===== src/logic/csw_pkg.sv =====
package csw_pkg;

    // ------------------------------------------------------------
    // register offsets in the external address space
    // ------------------------------------------------------------
    localparam logic [15:0] OFS_PORT_DATA = 16'h0003;
    localparam logic [15:0] OFS_PORT_DIR = 16'h0004;
    localparam logic [15:0] OFS_CS_ENABLE = 16'h0005;
    localparam logic [15:0] OFS_WAKEUP = 16'h0006;

    // ------------------------------------------------------------
    // values after reset
    // ------------------------------------------------------------
    localparam logic [7:0] RST_PORT_DATA = 8'h00;
    localparam logic [7:0] RST_PORT_DIR = 8'hff;
    localparam logic [7:0] RST_CS_ENABLE = 8'hff;
    localparam logic [7:0] RST_WAKEUP = 8'h60;
    localparam logic [7:0] CS_ALL_OFF = 8'hff;
    localparam logic [7:0] RDATA_NONE = 8'h00;

    // idle level of a disabled wakeup input, matches the reset readback
    localparam logic WAKE_HELD_LEVEL = 1'b1;

    // ------------------------------------------------------------
    // wakeup control field positions
    // ------------------------------------------------------------
    localparam int WK_INPUT_ENABLE = 7;
    localparam int WK_PIN_A_LEVEL = 6;
    localparam int WK_PIN_B_LEVEL = 5;
    localparam int WK_A_POLARITY = 4;
    localparam int WK_B_POLARITY = 3;
    localparam int WK_A_EDGE_ENABLE = 2;
    localparam int WK_B_EDGE_ENABLE = 1;
    localparam int WK_LEVEL_AND_ENABLE = 0;

    // ------------------------------------------------------------
    // chip select map: select i owns the region whose highest set
    // address bit is SEL_BASE_BIT + i
    // ------------------------------------------------------------
    localparam int SEL_BASE_BIT = 8;
    localparam logic [7:0] INTERNAL_PAGE = 8'h00;

endpackage


===== src/logic/csw_wakeup.sv =====
`timescale 1ns/100ps

module csw_wakeup
(
    // clock and reset
    input wire logic clk_in,
    input wire logic reset_n_in,
    // wakeup pins from outside
    input wire logic wakeup_pin_a_in,
    input wire logic wakeup_pin_b_in,
    // configuration
    input wire logic wakeup_input_enable_in,
    input wire logic wakeup_a_polarity_in,
    input wire logic wakeup_b_polarity_in,
    input wire logic wakeup_a_edge_enable_in,
    input wire logic wakeup_b_edge_enable_in,
    input wire logic wakeup_level_and_enable_in,
    // results
    output logic level_a_out,
    output logic level_b_out,
    output logic wake_out
);

    // ------------------------------------------------------------
    // synchronisers and gated levels
    // ------------------------------------------------------------
    logic a_meta_reg, a_sync_reg, b_meta_reg, b_sync_reg;
    logic level_a_reg, level_a_next, level_b_reg, level_b_next;
    logic prev_a_reg, prev_b_reg;
    logic wake_reg, wake_next;
    logic det_a, det_b, det_prev_a, det_prev_b;

    always_comb
    begin
        // disabled inputs are held at a fixed level so a floating pin draws no current
        level_a_next = wakeup_input_enable_in ? a_sync_reg : csw_pkg::WAKE_HELD_LEVEL;
        level_b_next = wakeup_input_enable_in ? b_sync_reg : csw_pkg::WAKE_HELD_LEVEL;
        det_a = level_a_reg ^ wakeup_a_polarity_in;
        det_b = level_b_reg ^ wakeup_b_polarity_in;
        det_prev_a = prev_a_reg ^ wakeup_a_polarity_in;
        det_prev_b = prev_b_reg ^ wakeup_b_polarity_in;
        wake_next = (wakeup_a_edge_enable_in & det_a & ~det_prev_a)
                  | (wakeup_b_edge_enable_in & det_b & ~det_prev_b)
                  | (wakeup_level_and_enable_in & det_a & det_b);
    end

    always_ff @(posedge clk_in or negedge reset_n_in)
    begin
        if (!reset_n_in)
        begin
            a_meta_reg <= csw_pkg::WAKE_HELD_LEVEL;
            a_sync_reg <= csw_pkg::WAKE_HELD_LEVEL;
            b_meta_reg <= csw_pkg::WAKE_HELD_LEVEL;
            b_sync_reg <= csw_pkg::WAKE_HELD_LEVEL;
            level_a_reg <= csw_pkg::WAKE_HELD_LEVEL;
            level_b_reg <= csw_pkg::WAKE_HELD_LEVEL;
            prev_a_reg <= csw_pkg::WAKE_HELD_LEVEL;
            prev_b_reg <= csw_pkg::WAKE_HELD_LEVEL;
            wake_reg <= 1'b0;
        end
        else
        begin
            a_meta_reg <= wakeup_pin_a_in;
            a_sync_reg <= a_meta_reg;
            b_meta_reg <= wakeup_pin_b_in;
            b_sync_reg <= b_meta_reg;
            level_a_reg <= level_a_next;
            level_b_reg <= level_b_next;
            prev_a_reg <= level_a_reg;
            prev_b_reg <= level_b_reg;
            wake_reg <= wake_next;
        end
    end

    assign level_a_out = level_a_reg;
    assign level_b_out = level_b_reg;
    assign wake_out = wake_reg;

    // ------------------------------------------------------------
    // checks
    // ------------------------------------------------------------
    property p_held_level;
        @(posedge clk_in) disable iff (!reset_n_in)
        !wakeup_input_enable_in |=> level_a_reg && level_b_reg;
    endproperty
    a_held_level: assert property (p_held_level)
        else $error("disabled wakeup input not held high");

    property p_edge_a_rise;
        @(posedge clk_in) disable iff (!reset_n_in)
        wakeup_a_edge_enable_in && !wakeup_a_polarity_in && level_a_reg && !prev_a_reg |=> wake_reg;
    endproperty
    a_edge_a_rise: assert property (p_edge_a_rise)
        else $error("rising edge on pin a gave no wakeup");

    property p_edge_b_fall;
        @(posedge clk_in) disable iff (!reset_n_in)
        wakeup_b_edge_enable_in && wakeup_b_polarity_in && !level_b_reg && prev_b_reg |=> wake_reg;
    endproperty
    a_edge_b_fall: assert property (p_edge_b_fall)
        else $error("falling edge on pin b gave no wakeup");

    property p_no_enable_no_wake;
        @(posedge clk_in) disable iff (!reset_n_in)
        !wakeup_a_edge_enable_in && !wakeup_b_edge_enable_in && !wakeup_level_and_enable_in |=> !wake_reg;
    endproperty
    a_no_enable_no_wake: assert property (p_no_enable_no_wake)
        else $error("wakeup with all sources disabled");

    property p_level_and;
        @(posedge clk_in) disable iff (!reset_n_in)
        wakeup_level_and_enable_in && (level_a_reg != wakeup_a_polarity_in)
            && (level_b_reg != wakeup_b_polarity_in) |=> wake_reg;
    endproperty
    a_level_and: assert property (p_level_and)
        else $error("level and condition gave no wakeup");

endmodule


===== src/logic/csw_chip_select_port.sv =====
`timescale 1ns/100ps


module csw_chip_select_port
#(
    parameter int PORT_WIDTH = 8
)
(
    // clock and reset
    input wire logic clk_in,
    input wire logic reset_n_in,
    // external address bus from the processor core
    input wire logic [15:0] addr_in,
    input wire logic addr_valid_in,
    input wire logic wr_in,
    input wire logic rd_in,
    input wire logic [7:0] wdata_in,
    input wire logic done_in,
    output logic [7:0] rdata_out,
    output logic rdata_valid_out,
    // select port pins
    input wire logic [PORT_WIDTH-1:0] port_pin_in,
    output logic [PORT_WIDTH-1:0] port_pin_out,
    output logic [PORT_WIDTH-1:0] port_pin_oe_out,
    // wakeup pins and request
    input wire logic wakeup_pin_a_in,
    input wire logic wakeup_pin_b_in,
    output logic wakeup_out
);

    // ------------------------------------------------------------
    // register file
    // ------------------------------------------------------------
    logic [7:0] port_data_reg, port_data_next;
    logic [7:0] port_dir_reg, port_dir_next;
    logic [7:0] cs_enable_reg, cs_enable_next;
    logic [7:0] wakeup_ctrl_reg, wakeup_ctrl_next;
    logic [7:0] rdata_reg, rdata_next;
    logic rdata_valid_reg, rdata_valid_next;
    logic [7:0] pin_meta_reg, pin_sync_reg;
    logic level_a, level_b;
    logic internal_page;
    logic [7:0] wakeup_view;

    // internal registers live only in the internal page, where no select fires
    assign internal_page = (addr_in[15:8] == csw_pkg::INTERNAL_PAGE);

    always_comb
    begin
        port_data_next = port_data_reg;
        port_dir_next = port_dir_reg;
        cs_enable_next = cs_enable_reg;
        wakeup_ctrl_next = wakeup_ctrl_reg;
        if (wr_in && internal_page)
        begin
            case (addr_in)
                csw_pkg::OFS_PORT_DATA: port_data_next = wdata_in;
                csw_pkg::OFS_PORT_DIR: port_dir_next = wdata_in;
                csw_pkg::OFS_CS_ENABLE: cs_enable_next = wdata_in;
                // the two level bits are read-only and keep their held value
                csw_pkg::OFS_WAKEUP: wakeup_ctrl_next = {wdata_in[7], wakeup_ctrl_reg[6:5], wdata_in[4:0]};
                default: port_data_next = port_data_reg;
            endcase
        end
    end

    // read view of the wakeup register: live levels replace the stored bits
    always_comb
    begin
        wakeup_view = wakeup_ctrl_reg;
        wakeup_view[csw_pkg::WK_PIN_A_LEVEL] = level_a;
        wakeup_view[csw_pkg::WK_PIN_B_LEVEL] = level_b;
    end

    always_comb
    begin
        rdata_next = rdata_reg;
        rdata_valid_next = 1'b0;
        if (rd_in)
        begin
            rdata_valid_next = 1'b1;
            rdata_next = csw_pkg::RDATA_NONE;
            if (internal_page)
            begin
                case (addr_in)
                    csw_pkg::OFS_PORT_DATA: rdata_next = pin_sync_reg;
                    csw_pkg::OFS_PORT_DIR: rdata_next = port_dir_reg;
                    csw_pkg::OFS_CS_ENABLE: rdata_next = cs_enable_reg;
                    csw_pkg::OFS_WAKEUP: rdata_next = wakeup_view;
                    default: rdata_next = csw_pkg::RDATA_NONE;
                endcase
            end
        end
    end

    always_ff @(posedge clk_in or negedge reset_n_in)
    begin
        if (!reset_n_in)
        begin
            port_data_reg <= csw_pkg::RST_PORT_DATA;
            port_dir_reg <= csw_pkg::RST_PORT_DIR;
            cs_enable_reg <= csw_pkg::RST_CS_ENABLE;
            wakeup_ctrl_reg <= csw_pkg::RST_WAKEUP;
            rdata_reg <= csw_pkg::RDATA_NONE;
            rdata_valid_reg <= 1'b0;
        end
        else
        begin
            port_data_reg <= port_data_next;
            port_dir_reg <= port_dir_next;
            cs_enable_reg <= cs_enable_next;
            wakeup_ctrl_reg <= wakeup_ctrl_next;
            rdata_reg <= rdata_next;
            rdata_valid_reg <= rdata_valid_next;
        end
    end

    // ------------------------------------------------------------
    // pin synchroniser
    // ------------------------------------------------------------
    // reads see the pins two cycles late; software reads are far slower than that
    always_ff @(posedge clk_in or negedge reset_n_in)
    begin
        if (!reset_n_in)
        begin
            pin_meta_reg <= csw_pkg::CS_ALL_OFF;
            pin_sync_reg <= csw_pkg::CS_ALL_OFF;
        end
        else
        begin
            pin_meta_reg <= port_pin_in;
            pin_sync_reg <= pin_meta_reg;
        end
    end

    // ------------------------------------------------------------
    // chip select decode
    // ------------------------------------------------------------
    logic [7:0] cs_hit;
    logic [7:0] chip_select_n_reg, chip_select_n_next;

    genvar gi;
    generate
        for (gi = 0; gi < 8; gi++)
        begin : g_decode
            if (gi == 7)
            begin : g_top
                assign cs_hit[gi] = addr_in[csw_pkg::SEL_BASE_BIT + gi];
            end
            else
            begin : g_mid
                assign cs_hit[gi] = addr_in[csw_pkg::SEL_BASE_BIT + gi]
                                  && (addr_in[15:csw_pkg::SEL_BASE_BIT + gi + 1] == '0);
            end
        end
    endgenerate

    always_comb
    begin
        chip_select_n_next = chip_select_n_reg;
        // a new address in the same cycle as a completion starts the next access
        if (addr_valid_in)
        begin
            chip_select_n_next = ~cs_hit;
        end
        else if (done_in)
        begin
            chip_select_n_next = csw_pkg::CS_ALL_OFF;
        end
    end

    always_ff @(posedge clk_in or negedge reset_n_in)
    begin
        if (!reset_n_in)
        begin
            chip_select_n_reg <= csw_pkg::CS_ALL_OFF;
        end
        else
        begin
            chip_select_n_reg <= chip_select_n_next;
        end
    end

    // ------------------------------------------------------------
    // pin drivers
    // ------------------------------------------------------------
    logic [PORT_WIDTH-1:0] pin_out_reg, pin_out_next, pin_oe_reg, pin_oe_next;

    always_comb
    begin
        pin_out_next = (cs_enable_reg & chip_select_n_reg) | (~cs_enable_reg & port_data_reg);
        pin_oe_next = cs_enable_reg | ~port_dir_reg;
    end

    always_ff @(posedge clk_in or negedge reset_n_in)
    begin
        if (!reset_n_in)
        begin
            pin_out_reg <= csw_pkg::CS_ALL_OFF;
            pin_oe_reg <= csw_pkg::RST_CS_ENABLE;
        end
        else
        begin
            pin_out_reg <= pin_out_next;
            pin_oe_reg <= pin_oe_next;
        end
    end

    // ------------------------------------------------------------
    // wakeup detector
    // ------------------------------------------------------------
    csw_wakeup u_wakeup
    (
        .clk_in(clk_in),
        .reset_n_in(reset_n_in),
        .wakeup_pin_a_in(wakeup_pin_a_in),
        .wakeup_pin_b_in(wakeup_pin_b_in),
        .wakeup_input_enable_in(wakeup_ctrl_reg[csw_pkg::WK_INPUT_ENABLE]),
        .wakeup_a_polarity_in(wakeup_ctrl_reg[csw_pkg::WK_A_POLARITY]),
        .wakeup_b_polarity_in(wakeup_ctrl_reg[csw_pkg::WK_B_POLARITY]),
        .wakeup_a_edge_enable_in(wakeup_ctrl_reg[csw_pkg::WK_A_EDGE_ENABLE]),
        .wakeup_b_edge_enable_in(wakeup_ctrl_reg[csw_pkg::WK_B_EDGE_ENABLE]),
        .wakeup_level_and_enable_in(wakeup_ctrl_reg[csw_pkg::WK_LEVEL_AND_ENABLE]),
        .level_a_out(level_a),
        .level_b_out(level_b),
        .wake_out(wakeup_out)
    );

    assign rdata_out = rdata_reg;
    assign rdata_valid_out = rdata_valid_reg;
    assign port_pin_out = pin_out_reg;
    assign port_pin_oe_out = pin_oe_reg;

    // ------------------------------------------------------------
    // checks
    // ------------------------------------------------------------
    property p_data_drive;
        @(posedge clk_in) disable iff (!reset_n_in)
        1'b1 |=> ((pin_out_reg & ~$past(cs_enable_reg)) == ($past(port_data_reg) & ~$past(cs_enable_reg)));
    endproperty
    a_data_drive: assert property (p_data_drive)
        else $error("port pin does not carry port data");

    property p_read_pins;
        @(posedge clk_in) disable iff (!reset_n_in)
        rd_in && addr_in == csw_pkg::OFS_PORT_DATA |=> rdata_valid_reg && rdata_reg == $past(pin_sync_reg);
    endproperty
    a_read_pins: assert property (p_read_pins)
        else $error("port data read does not return pin levels");

    property p_direction;
        @(posedge clk_in) disable iff (!reset_n_in)
        wr_in && addr_in == csw_pkg::OFS_PORT_DIR && cs_enable_reg == 8'h00 && !(addr_valid_in)
            |=> ##1 pin_oe_reg == ~$past(wdata_in, 2);
    endproperty
    a_direction: assert property (p_direction)
        else $error("pin enable does not follow direction");

    property p_reset_state;
        @(posedge clk_in) disable iff (!reset_n_in)
        $rose(reset_n_in) |-> pin_oe_reg == 8'hff && pin_out_reg == 8'hff && cs_enable_reg == 8'hff;
    endproperty
    a_reset_state: assert property (p_reset_state)
        else $error("pins are not high select outputs after reset");

    property p_select_forced;
        @(posedge clk_in) disable iff (!reset_n_in)
        1'b1 |=> ((pin_out_reg & $past(cs_enable_reg)) == ($past(chip_select_n_reg) & $past(cs_enable_reg)))
            && ((pin_oe_reg & $past(cs_enable_reg)) == $past(cs_enable_reg));
    endproperty
    a_select_forced: assert property (p_select_forced)
        else $error("enabled select pin not forced to chip select");

    property p_done_clears;
        @(posedge clk_in) disable iff (!reset_n_in)
        done_in && !addr_valid_in |=> chip_select_n_reg == 8'hff
            ##1 ((pin_out_reg & $past(cs_enable_reg)) == $past(cs_enable_reg));
    endproperty
    a_done_clears: assert property (p_done_clears)
        else $error("selects not released after access");

    property p_sel0_region;
        @(posedge clk_in) disable iff (!reset_n_in)
        addr_valid_in && addr_in[15:8] == 8'h01 |=> chip_select_n_reg == 8'hfe;
    endproperty
    a_sel0_region: assert property (p_sel0_region)
        else $error("select 0 region decoded wrongly");

    property p_sel7_region;
        @(posedge clk_in) disable iff (!reset_n_in)
        addr_valid_in && addr_in[15] |=> chip_select_n_reg == 8'h7f;
    endproperty
    a_sel7_region: assert property (p_sel7_region)
        else $error("select 7 region decoded wrongly");

    property p_internal_page;
        @(posedge clk_in) disable iff (!reset_n_in)
        addr_valid_in && addr_in[15:8] == 8'h00 |=> chip_select_n_reg == 8'hff;
    endproperty
    a_internal_page: assert property (p_internal_page)
        else $error("select asserted in internal page");

    property p_level_readback;
        @(posedge clk_in) disable iff (!reset_n_in)
        rd_in && addr_in == csw_pkg::OFS_WAKEUP |=> rdata_reg[6] == $past(level_a) && rdata_reg[5] == $past(level_b);
    endproperty
    a_level_readback: assert property (p_level_readback)
        else $error("wakeup level bits not shown on read");

    property p_wakeup_reset;
        @(posedge clk_in) disable iff (!reset_n_in)
        $rose(reset_n_in) |-> wakeup_ctrl_reg == 8'h60 && port_data_reg == 8'h00;
    endproperty
    a_wakeup_reset: assert property (p_wakeup_reset)
        else $error("register reset values wrong");

endmodule


===== config.mk =====
export PLATFORM = sky130hd
export DESIGN_NAME = csw_chip_select_port
export DESIGN_NICKNAME = d
export VERILOG_FILES = /design/src/logic/csw_pkg.sv /design/src/logic/csw_wakeup.sv /design/src/logic/csw_chip_select_port.sv
export SDC_FILE = /design/constraint.sdc
export NUM_CORES = 1
export LEC_CHECK = 0
export BUFFER_PORTS_ARGS = -buffer_cell sky130_fd_sc_hd__buf_2
export CORE_MARGIN = 1
export CORE_UTILIZATION = 25
export CTS_CLUSTER_SIZE = 20
export DETAILED_ROUTE_END_ITERATION = 8
export GPL_ROUTABILITY_DRIVEN = 0
export PLACE_DENSITY = 0.52
export SLEW_MARGIN = 20
export SYNTH_ARGS = -nofsm -noshare
export SYNTH_HDL_FRONTEND = slang
export SYNTH_SLANG_ARGS = --single-unit

===== constraint.sdc =====
create_clock -name clk_in -period 3.8 [get_ports clk_in]
set_input_delay 0.19 -clock clk_in [delete_from_list [all_inputs] [get_ports clk_in]]
set_output_delay 0.19 -clock clk_in [all_outputs]
set_load 0.01 [all_outputs]

==> run_results.csv, run 1 <==
group,metric,value,unit
yosys,syn_avg_cell_area,14.6,sq um
cts,post_cts_buffers,0,
yosys,syn_area,0.00343,sq mm
yosys,synth.area.top_cells,"dfstp_2, dfrtp_1, mux2_2, a222oi_1, nand2_1",
floorplanning,die_w,119,um
drt,drt-total-wl,7700,um
worst_setup_path,ff2ff_path_depth,4,
power_and_ir_drop,leakagePower,1.85,nW
power_and_ir_drop,powerDensity,443,mW/mm^2
yosys,ys_seq_area_share,66.6,%
drt,drt_iter0_markers,156,
sta,finalHoldViolations,10,
grt,grt-ovfl-total,0,
sta,maxSlewViolCount,0,
worst_setup_path,crit_path_end_kind,"flop",
cells_and_area,n_antenna_cell,0,
worst_setup_path,worst-setup-path-type,"in2reg",
grt,grt_pass1_wl,12100,um
sta,fin_skew,0.00612,ns
sta,slew_headroom,39.0,%
cts,cts_buffers,9,
cts,clk_pin_slew,0.06,ns
power_and_ir_drop,total_power,0.00193,W
place,hpwl,5500,um
worst_setup_path,worst-path-max-fanout,8,
floorplanning,num_rows,42,
worst_setup_path,critPathCapture,"port_dir_reg[2]",
cells_and_area,drive_above_1_share,61.1,%
cts,clockRootBuffer,"clkbuf_16",
yosys,yosysTopAreaCell,"dfstp_2",
floorplanning,fp.dieArea,0.0142,sq mm
cts,cts_tree,"done",
power_and_ir_drop,peakVddDrop,0.194,mV
worst_setup_path,reg2reg_from,"u_wakeup.level_a_out",
sta,hold_ws,-0.00550,ns
grt,grt_pass1_vias,2254,
sta,tns,0,ns
worst_setup_path,required,4.06,ns
cts,clock_latency,0.33,ns
yosys,syn_inst,235,
yosys,ys_warn_count,0,
cts,clock-sinks,88,
sta,finalSetupViolations,0,
yosys,synth.top_cell.area_share,49.1,%
worst_hold_path,hp-class,"in2async",
worst_setup_path,ff2ff_setup_slack,2.43,ns
floorplanning,start_util,25.8,%
place,portBuffers,65,
cells_and_area,syn_to_final_growth,26.9,%
flow_run,maxCapViolCount,0,
cts,cts_buffer_depth,2,
floorplanning,io_pins,66,
cts,htree_levels,3,
sta,period_share,50.3,%
cts,hold_buffers,10,
worst_setup_path,timing.rr.end,"u_wakeup.wake_out",
drt,vias,2195,
worst_setup_path,cp.arrival,2.17,ns
floorplanning,dieHeight,119,um
cells_and_area,fin_nets,354,
sta,max_clock_freq,523,MHz
floorplanning,core,0.0133,sq mm
worst_setup_path,start_kind,"input port",
sta,worstMarginPinSlew,0.914,ns
cts,ctsResizeCount,0,
sta,rsz0062_at_grt,"no",
status,outcome,"finished with violations",
drt,wire_per_inst,15.6,um
grt,grt_max_degree,77,
yosys,synth_cell_types,33,
drt,antenna_left,0,
drt,first_pass_iters,5,
drt,vias_per_cell,4.43,
grt,track_usage,11.4,%
sta,min_period,1.91,ns
grt,antenna_found_initial,0,
status,violations,"hold timing",
yosys,syn-num-nets,275,
drt,drc_errors,0,
worst_setup_path,critPathLaunch,"addr_in[14]",
yosys,ys_seq_elements,88,
-- worst max-delay path: stages --
cell     delay [ns]
buf_2          0.12
or4_4          0.56
nor4_4         0.41
and3b_1        0.50
mux2_2         0.39
-- logic make-up (layout without fill, tap and decap cells) --
kind of cell / after synthesis / after routing / synth area share, %
multiplexers: 46 / 46 / 15.1
AO/OA/AOI/OAI: 28 / 28 / 6.57
flip-flops: 88 / 88 / 66.6
AND/OR/NAND/NOR: 60 / 60 / 9.93
buffers and inverters: 11 / 95 / 1.31
XOR/XNOR: 2 / 2 / 0.511
-- through the flow --
step	setup WS [ns]	cells	utilization [%]	cell area [sq um]
final	1.89	495	32.7	4350
after global routing	1.78	495	32.7	4350
after CTS	1.90	495	32.7	4350
after detailed placement	1.55	469	29.7	3950
after global placement	1.56	469	29.7	3950
after floorplan	1.97	235	-	3430
-- synth_stat cells (all sizes together) --
library cell  count
and4b             1
xnor2             1
nand2            22
or3b              1
or3               1
a21oi             2
buf               1
nand4             1
nor3             10
nand2b           10
nor3b             2
or4               1
mux2             46
o21ai             1
a222oi            8
a31oi             4
nor2              5
inv               3
a41oi             2
nor4              1
o32a              1
xor2              1
dfstp            64
dfrtp            24
nor2b             1
a221o             1
a22oi             9
and3b             2
clkbuf            7
nand3             1
and2              1
-- metal layers --
layer / global-route usage, % / vias to the layer above / part of all wire (%)
met5: 0 / - / 0
met1: 14.4 / 1108 / 44
met4: 4.67 / 0 / 1.5
li1: - / 1018 / -
met2: 18.6 / 57 / 50
met3: 2.87 / 12 / 5.1
-- final cells by class --
class	instances	area [sq um]
repair buffers	76	435
multi-input cells	136	1100
flip-flops and latches	88	2280
inverters	3	11.3
well taps	176	220
clock inverters	2	37.5
clock buffers	14	264
fillers	1372	8940
-- how the worst min path moves through the flow --
stage / startpoint / slack, ns / to / cells after the start
finish: reset_n_in / -0.006 / rdata_out[1] / 1
global route: rd_in / 0.009 / rdata_valid_out / 1
CTS: rd_in / 0.01 / rdata_valid_out / 1
detailed placement: port_pin_in[6] / 0.30 / pin_meta_reg[6] / 1
global placement: port_pin_in[1] / 0.30 / pin_meta_reg[1] / 1
floorplan: reset_n_in / -0.11 / port_data_reg[0] / 0
-- report_power, final --
part	switching [W]	internal (W)	total, W
clock network	0.000336	0.000546	0.000882
registers	0.00000547	0.000964	0.000969
logic	0.0000461	0.0000300	0.0000761
-- layout by cell type, fill, tap and decap left out, drive strengths merged, types with 2 or more instances in the layout --
cell	n
inv	3
a41oi	2
buf	66
nor2	5
clkbuf	14
nor3	10
a22oi	9
a222oi	8
mux2	46
a31oi	4
dlygate4sd3	10
a21oi	2
nor3b	2
dfrtp	24
nand2	22
nand2b	10
dfstp	64
and3b	2
Note: power is estimated with default switching activity, not from simulation.
==> run 2, diff against run 1 <==
--- a/config.mk
+++ b/config.mk
@@ -11,7 +11,7 @@
 export CTS_CLUSTER_SIZE = 20
 export DETAILED_ROUTE_END_ITERATION = 8
 export GPL_ROUTABILITY_DRIVEN = 0
-export PLACE_DENSITY = 0.52
+export PLACE_DENSITY = 0.54
 export SLEW_MARGIN = 20
 export SYNTH_ARGS = -nofsm -noshare
 export SYNTH_HDL_FRONTEND = slang
==> constraint.sdc (replaced) <==
create_clock -name clk_in -period 1.59 [get_ports clk_in]
set_input_delay 0.0795 -clock clk_in [delete_from_list [all_inputs] [get_ports clk_in]]
set_output_delay 0.0795 -clock clk_in [all_outputs]
set_load 0.01 [all_outputs]
==> run 2 against run 1 <==
Effect of this change:
- the run now ends clean
- utilization increased by 1.8 points
- setup slack got worse by 1.8 ns
- clock power rose to 2.5 times the previous value
- sequential power is 140% higher
- clock skew is essentially flat
- critical endpoint is now cs_enable_reg[6]
- largest power group unchanged
==> run_results.csv, run 2 (synthesis results as in run 1) <==
group,metric,value,unit
drt,drt-total-wl,8050,um
worst_setup_path,timing.rr.end,"u_wakeup.wake_out",
drt,vias,2273,
worst_setup_path,start_kind,"input port",
power_and_ir_drop,powerDensity,1030,mW/mm^2
cells_and_area,syn_to_final_growth,33.8,%
drt,antenna_left,0,
floorplanning,io_pins,66,
worst_hold_path,hp-class,"in2reg",
cts,clk_pin_slew,0.06,ns
power_and_ir_drop,total_power,0.00474,W
sta,fin_skew,0.00590,ns
grt,grt_pass1_vias,2426,
worst_setup_path,reg2reg_from,"u_wakeup.level_a_out",
worst_hold_path,min_to,"port_dir_reg[5]",
grt,grt-ovfl-total,0,
worst_setup_path,required,1.86,ns
place,hpwl,5520,um
worst_setup_path,ff2ff_setup_slack,0.23,ns
grt,grt_pass1_wl,13100,um
sta,finalSetupViolations,0,
cells_and_area,layout_common_cells,"dfstp_2, buf_2, mux2_2",
drt,drc_errors,0,
flow_run,maxCapViolCount,0,
drt,wire_per_inst,15.5,um
cells_and_area,drive_above_1_share,62.5,%
cts,cts_buffers,9,
sta,max_clock_freq,679,MHz
sta,maxSlewViolCount,0,
floorplanning,start_util,25.8,%
cells_and_area,stdcell_area,0.00459,sq mm
worst_setup_path,ff2ff_path_depth,4,
worst_hold_path,holdCritStartpoint,"wdata_in[5]",
worst_setup_path,critPathLaunch,"addr_in[7]",
cts,clock_latency,0.34,ns
place,portBuffers,65,
cts,cts_buffer_depth,2,
sta,period_share,92.6,%
drt,vias_per_cell,4.37,
sta,slew_headroom,67.1,%
cells_and_area,n_antenna_cell,0,
worst_hold_path,whs_path_depth,2,
grt,antenna_found_initial,0,
grt,track_usage,12.4,%
sta,finalHoldViolations,0,
grt,grt_max_degree,89,
sta,min_period,1.47,ns
sta,worstMarginPinSlew,0.493,ns
drt,drt_iter0_markers,130,
worst_setup_path,slowest_stage,"or3b_2",
floorplanning,fp.dieArea,0.0142,sq mm
status,outcome,"finished, final reports clean",
floorplanning,core,0.0133,sq mm
worst_setup_path,worst-path-max-fanout,8,
power_and_ir_drop,leakagePower,1.98,nW
floorplanning,num_rows,42,
cells_and_area,fin_nets,379,
place,place_area,0.00409,sq mm
worst_setup_path,crit_path_end_kind,"flop",
worst_setup_path,slowest_delay,0.49,ns
cts,clock-sinks,88,
floorplanning,dieHeight,119,um
worst_setup_path,worstPathCellList,"buf_2 -> or3b_2 -> nor4_4 -> buf_4 -> nand3_2 -> mux2_2",
power_and_ir_drop,peakVddDrop,0.369,mV
worst_setup_path,cp.arrival,1.74,ns
cts,post_cts_buffers,0,
worst_setup_path,worst-setup-path-type,"in2reg",
floorplanning,die_w,119,um
cts,htree_levels,3,
drt,first_pass_iters,5,
sta,rsz0062_at_grt,"no",
cts,cts_tree,"done",
cts,clockRootBuffer,"clkbuf_16",
cts,ctsResizeCount,0,
-- run 2: critical path: cells and delay by family --
family | cells | cell delay, ns
buffers and inverters | 2 | 0.28
multiplexers | 1 | 0.33
AND/OR/NAND/NOR | 3 | 1.04
-- run 2: layout make-up --
cell class,count,area [sq um]
clock buffer,12,267
clock inverter,4,51.3
fill,1303,8710
inverter,3,11.3
multi-input combinational,136,1100
sequential,88,2280
tap,176,220
timing repair buffer,101,656
-- run 2: worst max-delay path by stage --
stage / end / slack (ns) / depth (start not counted)
floorplan: port_dir_reg[0] / -0.12 / 5
global placement: cs_enable_reg[2] / -0.28 / 6
detailed placement: cs_enable_reg[7] / -0.33 / 6
CTS: cs_enable_reg[0] / 0.05 / 6
global route: cs_enable_reg[3] / 0.05 / 6
finish: cs_enable_reg[6] / 0.12 / 6
-- run 2: what timing repair did --
| action | CTS | global route |
|---|---|---|
| endpoints found under the hold margin | 41 | 0 |
| setup endpoints to repair | 0 | 15 |
| hold buffers | 18 | 0 |
-- run 2: metrics by stage --
stage / utilization [%] / TNS (ns) / hold WS, ns / std cells / worst slack, ns
floorplan: - / -0.963 / -0.216 / 235 / -0.120
detailed placement: 30.8 / -9.53 / 0.161 / 486 / -0.328
finish: 34.5 / 0 / 0.0304 / 520 / 0.117
CTS: 34.5 / 0 / 0.00692 / 520 / 0.0456
global route: 34.5 / 0 / 0.0261 / 520 / 0.0454
global placement: 30.8 / -8.38 / 0.159 / 486 / -0.278
-- run 2: power breakdown --
part	internal, W	switching (W)	leakage, nW
sequential	0.00230	0.0000124	1.00
clock	0.00135	0.000859	0.155
combinational	0.000102	0.000121	0.828
-- run 2: routing by layer --
metal  track usage, %  wire, um  up-vias
li1                 -         -     1061
met1             14.9      3450     1147
met2             20.5      4060       56
met3             3.93       444        9
met4             4.67       101        0
met5                0         0        -
==> run 3, diff against run 2 <==
--- a/config.mk
+++ b/config.mk
@@ -12,6 +12,7 @@
 export DETAILED_ROUTE_END_ITERATION = 8
 export GPL_ROUTABILITY_DRIVEN = 0
 export PLACE_DENSITY = 0.54
+export RECOVER_POWER = 50
 export SLEW_MARGIN = 20
 export SYNTH_ARGS = -nofsm -noshare
 export SYNTH_HDL_FRONTEND = slang
==> run 3 against run 2 <==
Effect of this change:
- clock-buffer cell count stayed put
- die area stayed put
- non-clock buffer count stayed put
- via count is 0.92% higher
- register-to-register slack worse by 0.06 ns
- maximum frequency is 0.21% higher
- final area is 0.30% lower
- setup slack better by 0.0031 ns
- clock power hardly changed
- combinational power is 3% lower
- critical path type unchanged
- largest cell class unchanged
==> run_results.csv, run 3 (synthesis results as in run 1) <==
group,metric,value,unit
status,outcome,"finished, final reports clean",
drt,antenna_left,0,
power_and_ir_drop,p_clk_share,46.6,%
drt,first_pass_iters,4,
drt,vias,2294,
sta,rsz0062_at_grt,"no",
floorplanning,core,0.0133,sq mm
drt,drc_errors,0,
sta,finalSetupViolations,0,
cells_and_area,n_antenna_cell,0,
drt,vias_per_cell,4.41,
grt,grt_pass1_vias,2426,
floorplanning,start_util,25.8,%
cells_and_area,syn_to_final_growth,33.4,%
place,hpwl,5520,um
cells_and_area,layout_common_cells,"buf_2, dfstp_2, mux2_2",
cts,ctsResizeCount,0,
sta,finalHoldViolations,0,
power_and_ir_drop,leakagePower,1.98,nW
sta,min_period,1.47,ns
power_and_ir_drop,comb_power_share,4.6,%
power_and_ir_drop,switchingPower,0.000991,W
cts,cts_buffer_depth,2,
sta,fin_skew,0.00592,ns
power_and_ir_drop,powerDensity,1040,mW/mm^2
cells_and_area,drive_above_1_share,59.6,%
floorplanning,fp.dieArea,0.0142,sq mm
sta,maxSlewViolCount,0,
worst_setup_path,worst-path-max-fanout,8,
power_and_ir_drop,sequentialPowerShare,48.8,%
worst_setup_path,start_kind,"input port",
cells_and_area,fin_nets,379,
worst_setup_path,cp.arrival,1.74,ns
worst_setup_path,required,1.86,ns
power_and_ir_drop,internal-power,0.00375,W
worst_setup_path,ff2ff_setup_slack,0.17,ns
power_and_ir_drop,swShare,20.9,%
worst_setup_path,crit_path_end_kind,"flop",
sta,hold_ws,0.0316,ns
cts,htree_levels,3,
worst_setup_path,slowest_stage,"or3b_2",
worst_hold_path,whs_path_depth,2,
cells_and_area,fin_util,34.4,%
cts,cts_buffers,9,
worst_setup_path,reg2reg_from,"u_wakeup.level_a_out",
worst_hold_path,hp-class,"in2reg",
worst_hold_path,holdCritStartpoint,"wdata_in[6]",
cells_and_area,final_common_cell,"buf_2",
worst_setup_path,worstPathCellList,"buf_2 -> or3b_2 -> nor4_4 -> buf_4 -> nand3_2 -> mux2_2",
cts,clock-sinks,88,
worst_setup_path,slowest_delay,0.49,ns
floorplanning,io_pins,66,
worst_setup_path,timing.rr.end,"u_wakeup.wake_out",
grt,track_usage,12.4,%
drt,drt_iter0_markers,147,
sta,period_share,92.4,%
worst_setup_path,cp.buffers_inverters,2,
floorplanning,die_w,119,um
place,portBuffers,65,
drt,wire_per_inst,15.3,um
cts,clk_pin_slew,0.06,ns
flow_run,maxCapViolCount,0,
grt,grt_pass1_wl,13100,um
sta,max_clock_freq,680,MHz
floorplanning,num_rows,42,
worst_setup_path,ff2ff_path_depth,4,
grt,antenna_found_initial,0,
cts,clockRootBuffer,"clkbuf_16",
floorplanning,dieHeight,119,um
power_and_ir_drop,peakVddDrop,0.367,mV
worst_hold_path,min_to,"port_dir_reg[6]",
cts,clock_latency,0.34,ns
sta,tns,0,ns
worst_setup_path,worst-setup-path-type,"in2reg",
grt,grt_max_degree,89,
drt,drt-total-wl,7980,um
grt,grt-ovfl-total,0,
sta,worstMarginPinSlew,1.06,ns
cts,cts_tree,"done",
worst_setup_path,cpLargestDelayFamily,"simple AND/OR/NAND/NOR gates",
sta,slew_headroom,29.6,%
==> run 3: layout make-up <==
type | instances | area, sq um
Clock buffer | 12 | 267
Clock inverter | 4 | 51.3
Fill cell | 1303 | 8720
Inverter | 3 | 11.3
Multi-Input combinational cell | 136 | 1100
Sequential cell | 88 | 2280
Tap cell | 176 | 220
Timing Repair Buffer | 101 | 642
==> run 3: metrics by stage <==
step | power [W] | std cells | cell area [sq um] | worst slack (ns)
after detailed placement | 0.00254 | 486 | 4090 | -0.328
after CTS | 0.00481 | 520 | 4590 | 0.0456
after global placement | 0.00254 | 486 | 4090 | -0.278
after global routing | 0.00492 | 520 | 4570 | 0.0460
final | 0.00474 | 520 | 4570 | 0.120
after floorplan | 0.00239 | 235 | 3430 | -0.120
==> run 3: worst max path at each step <==
stage,from,endpoint,cells after the start
detailed placement,addr_in[14],cs_enable_reg[7],6
finish,addr_in[7],cs_enable_reg[6],6
floorplan,addr_in[14],port_dir_reg[0],5
global route,addr_in[7],wakeup_ctrl_reg[7],6
global placement,addr_in[14],cs_enable_reg[2],6
CTS,addr_in[14],cs_enable_reg[0],6
==> run 3: power by group through the flow <==
stage,clock (W),combinational [W],sequential (W)
2_1_floorplan,0,0.0000456,0.00235
5_1_grt,0.00236,0.000243,0.00232
3_3_place_gp,0,0.000190,0.00235
6_report,0.00221,0.000218,0.00231
3_5_place_dp,0,0.000193,0.00235
4_1_cts,0.00227,0.000227,0.00232
==> run 3: worst reg2reg max path: cells and delay by family (launching register included) <==
kind / cells / cell delay, ns
flops: 1 / 0.61
compound gates: 2 / 0.52
xor+xnor: 1 / 0.12
simple gates: 1 / 0.05
==> run 3: what timing repair did <==
action                     CTS  global route
setup buffers                0             0
setup endpoints to repair    0            15
hold buffers                18             0
hold endpoints to repair    41             0
==> run 3: per-layer routing <==
metal	GRT usage [%]	routed length [um]	part of all wire (%)	vias to the layer above
met5	0	0	0	-
met4	4.67	101	1.3	0
met3	3.93	432	5.4	8
met2	20.5	4130	52	53
met1	14.9	3310	42	1173
li1	-	-	-	1060
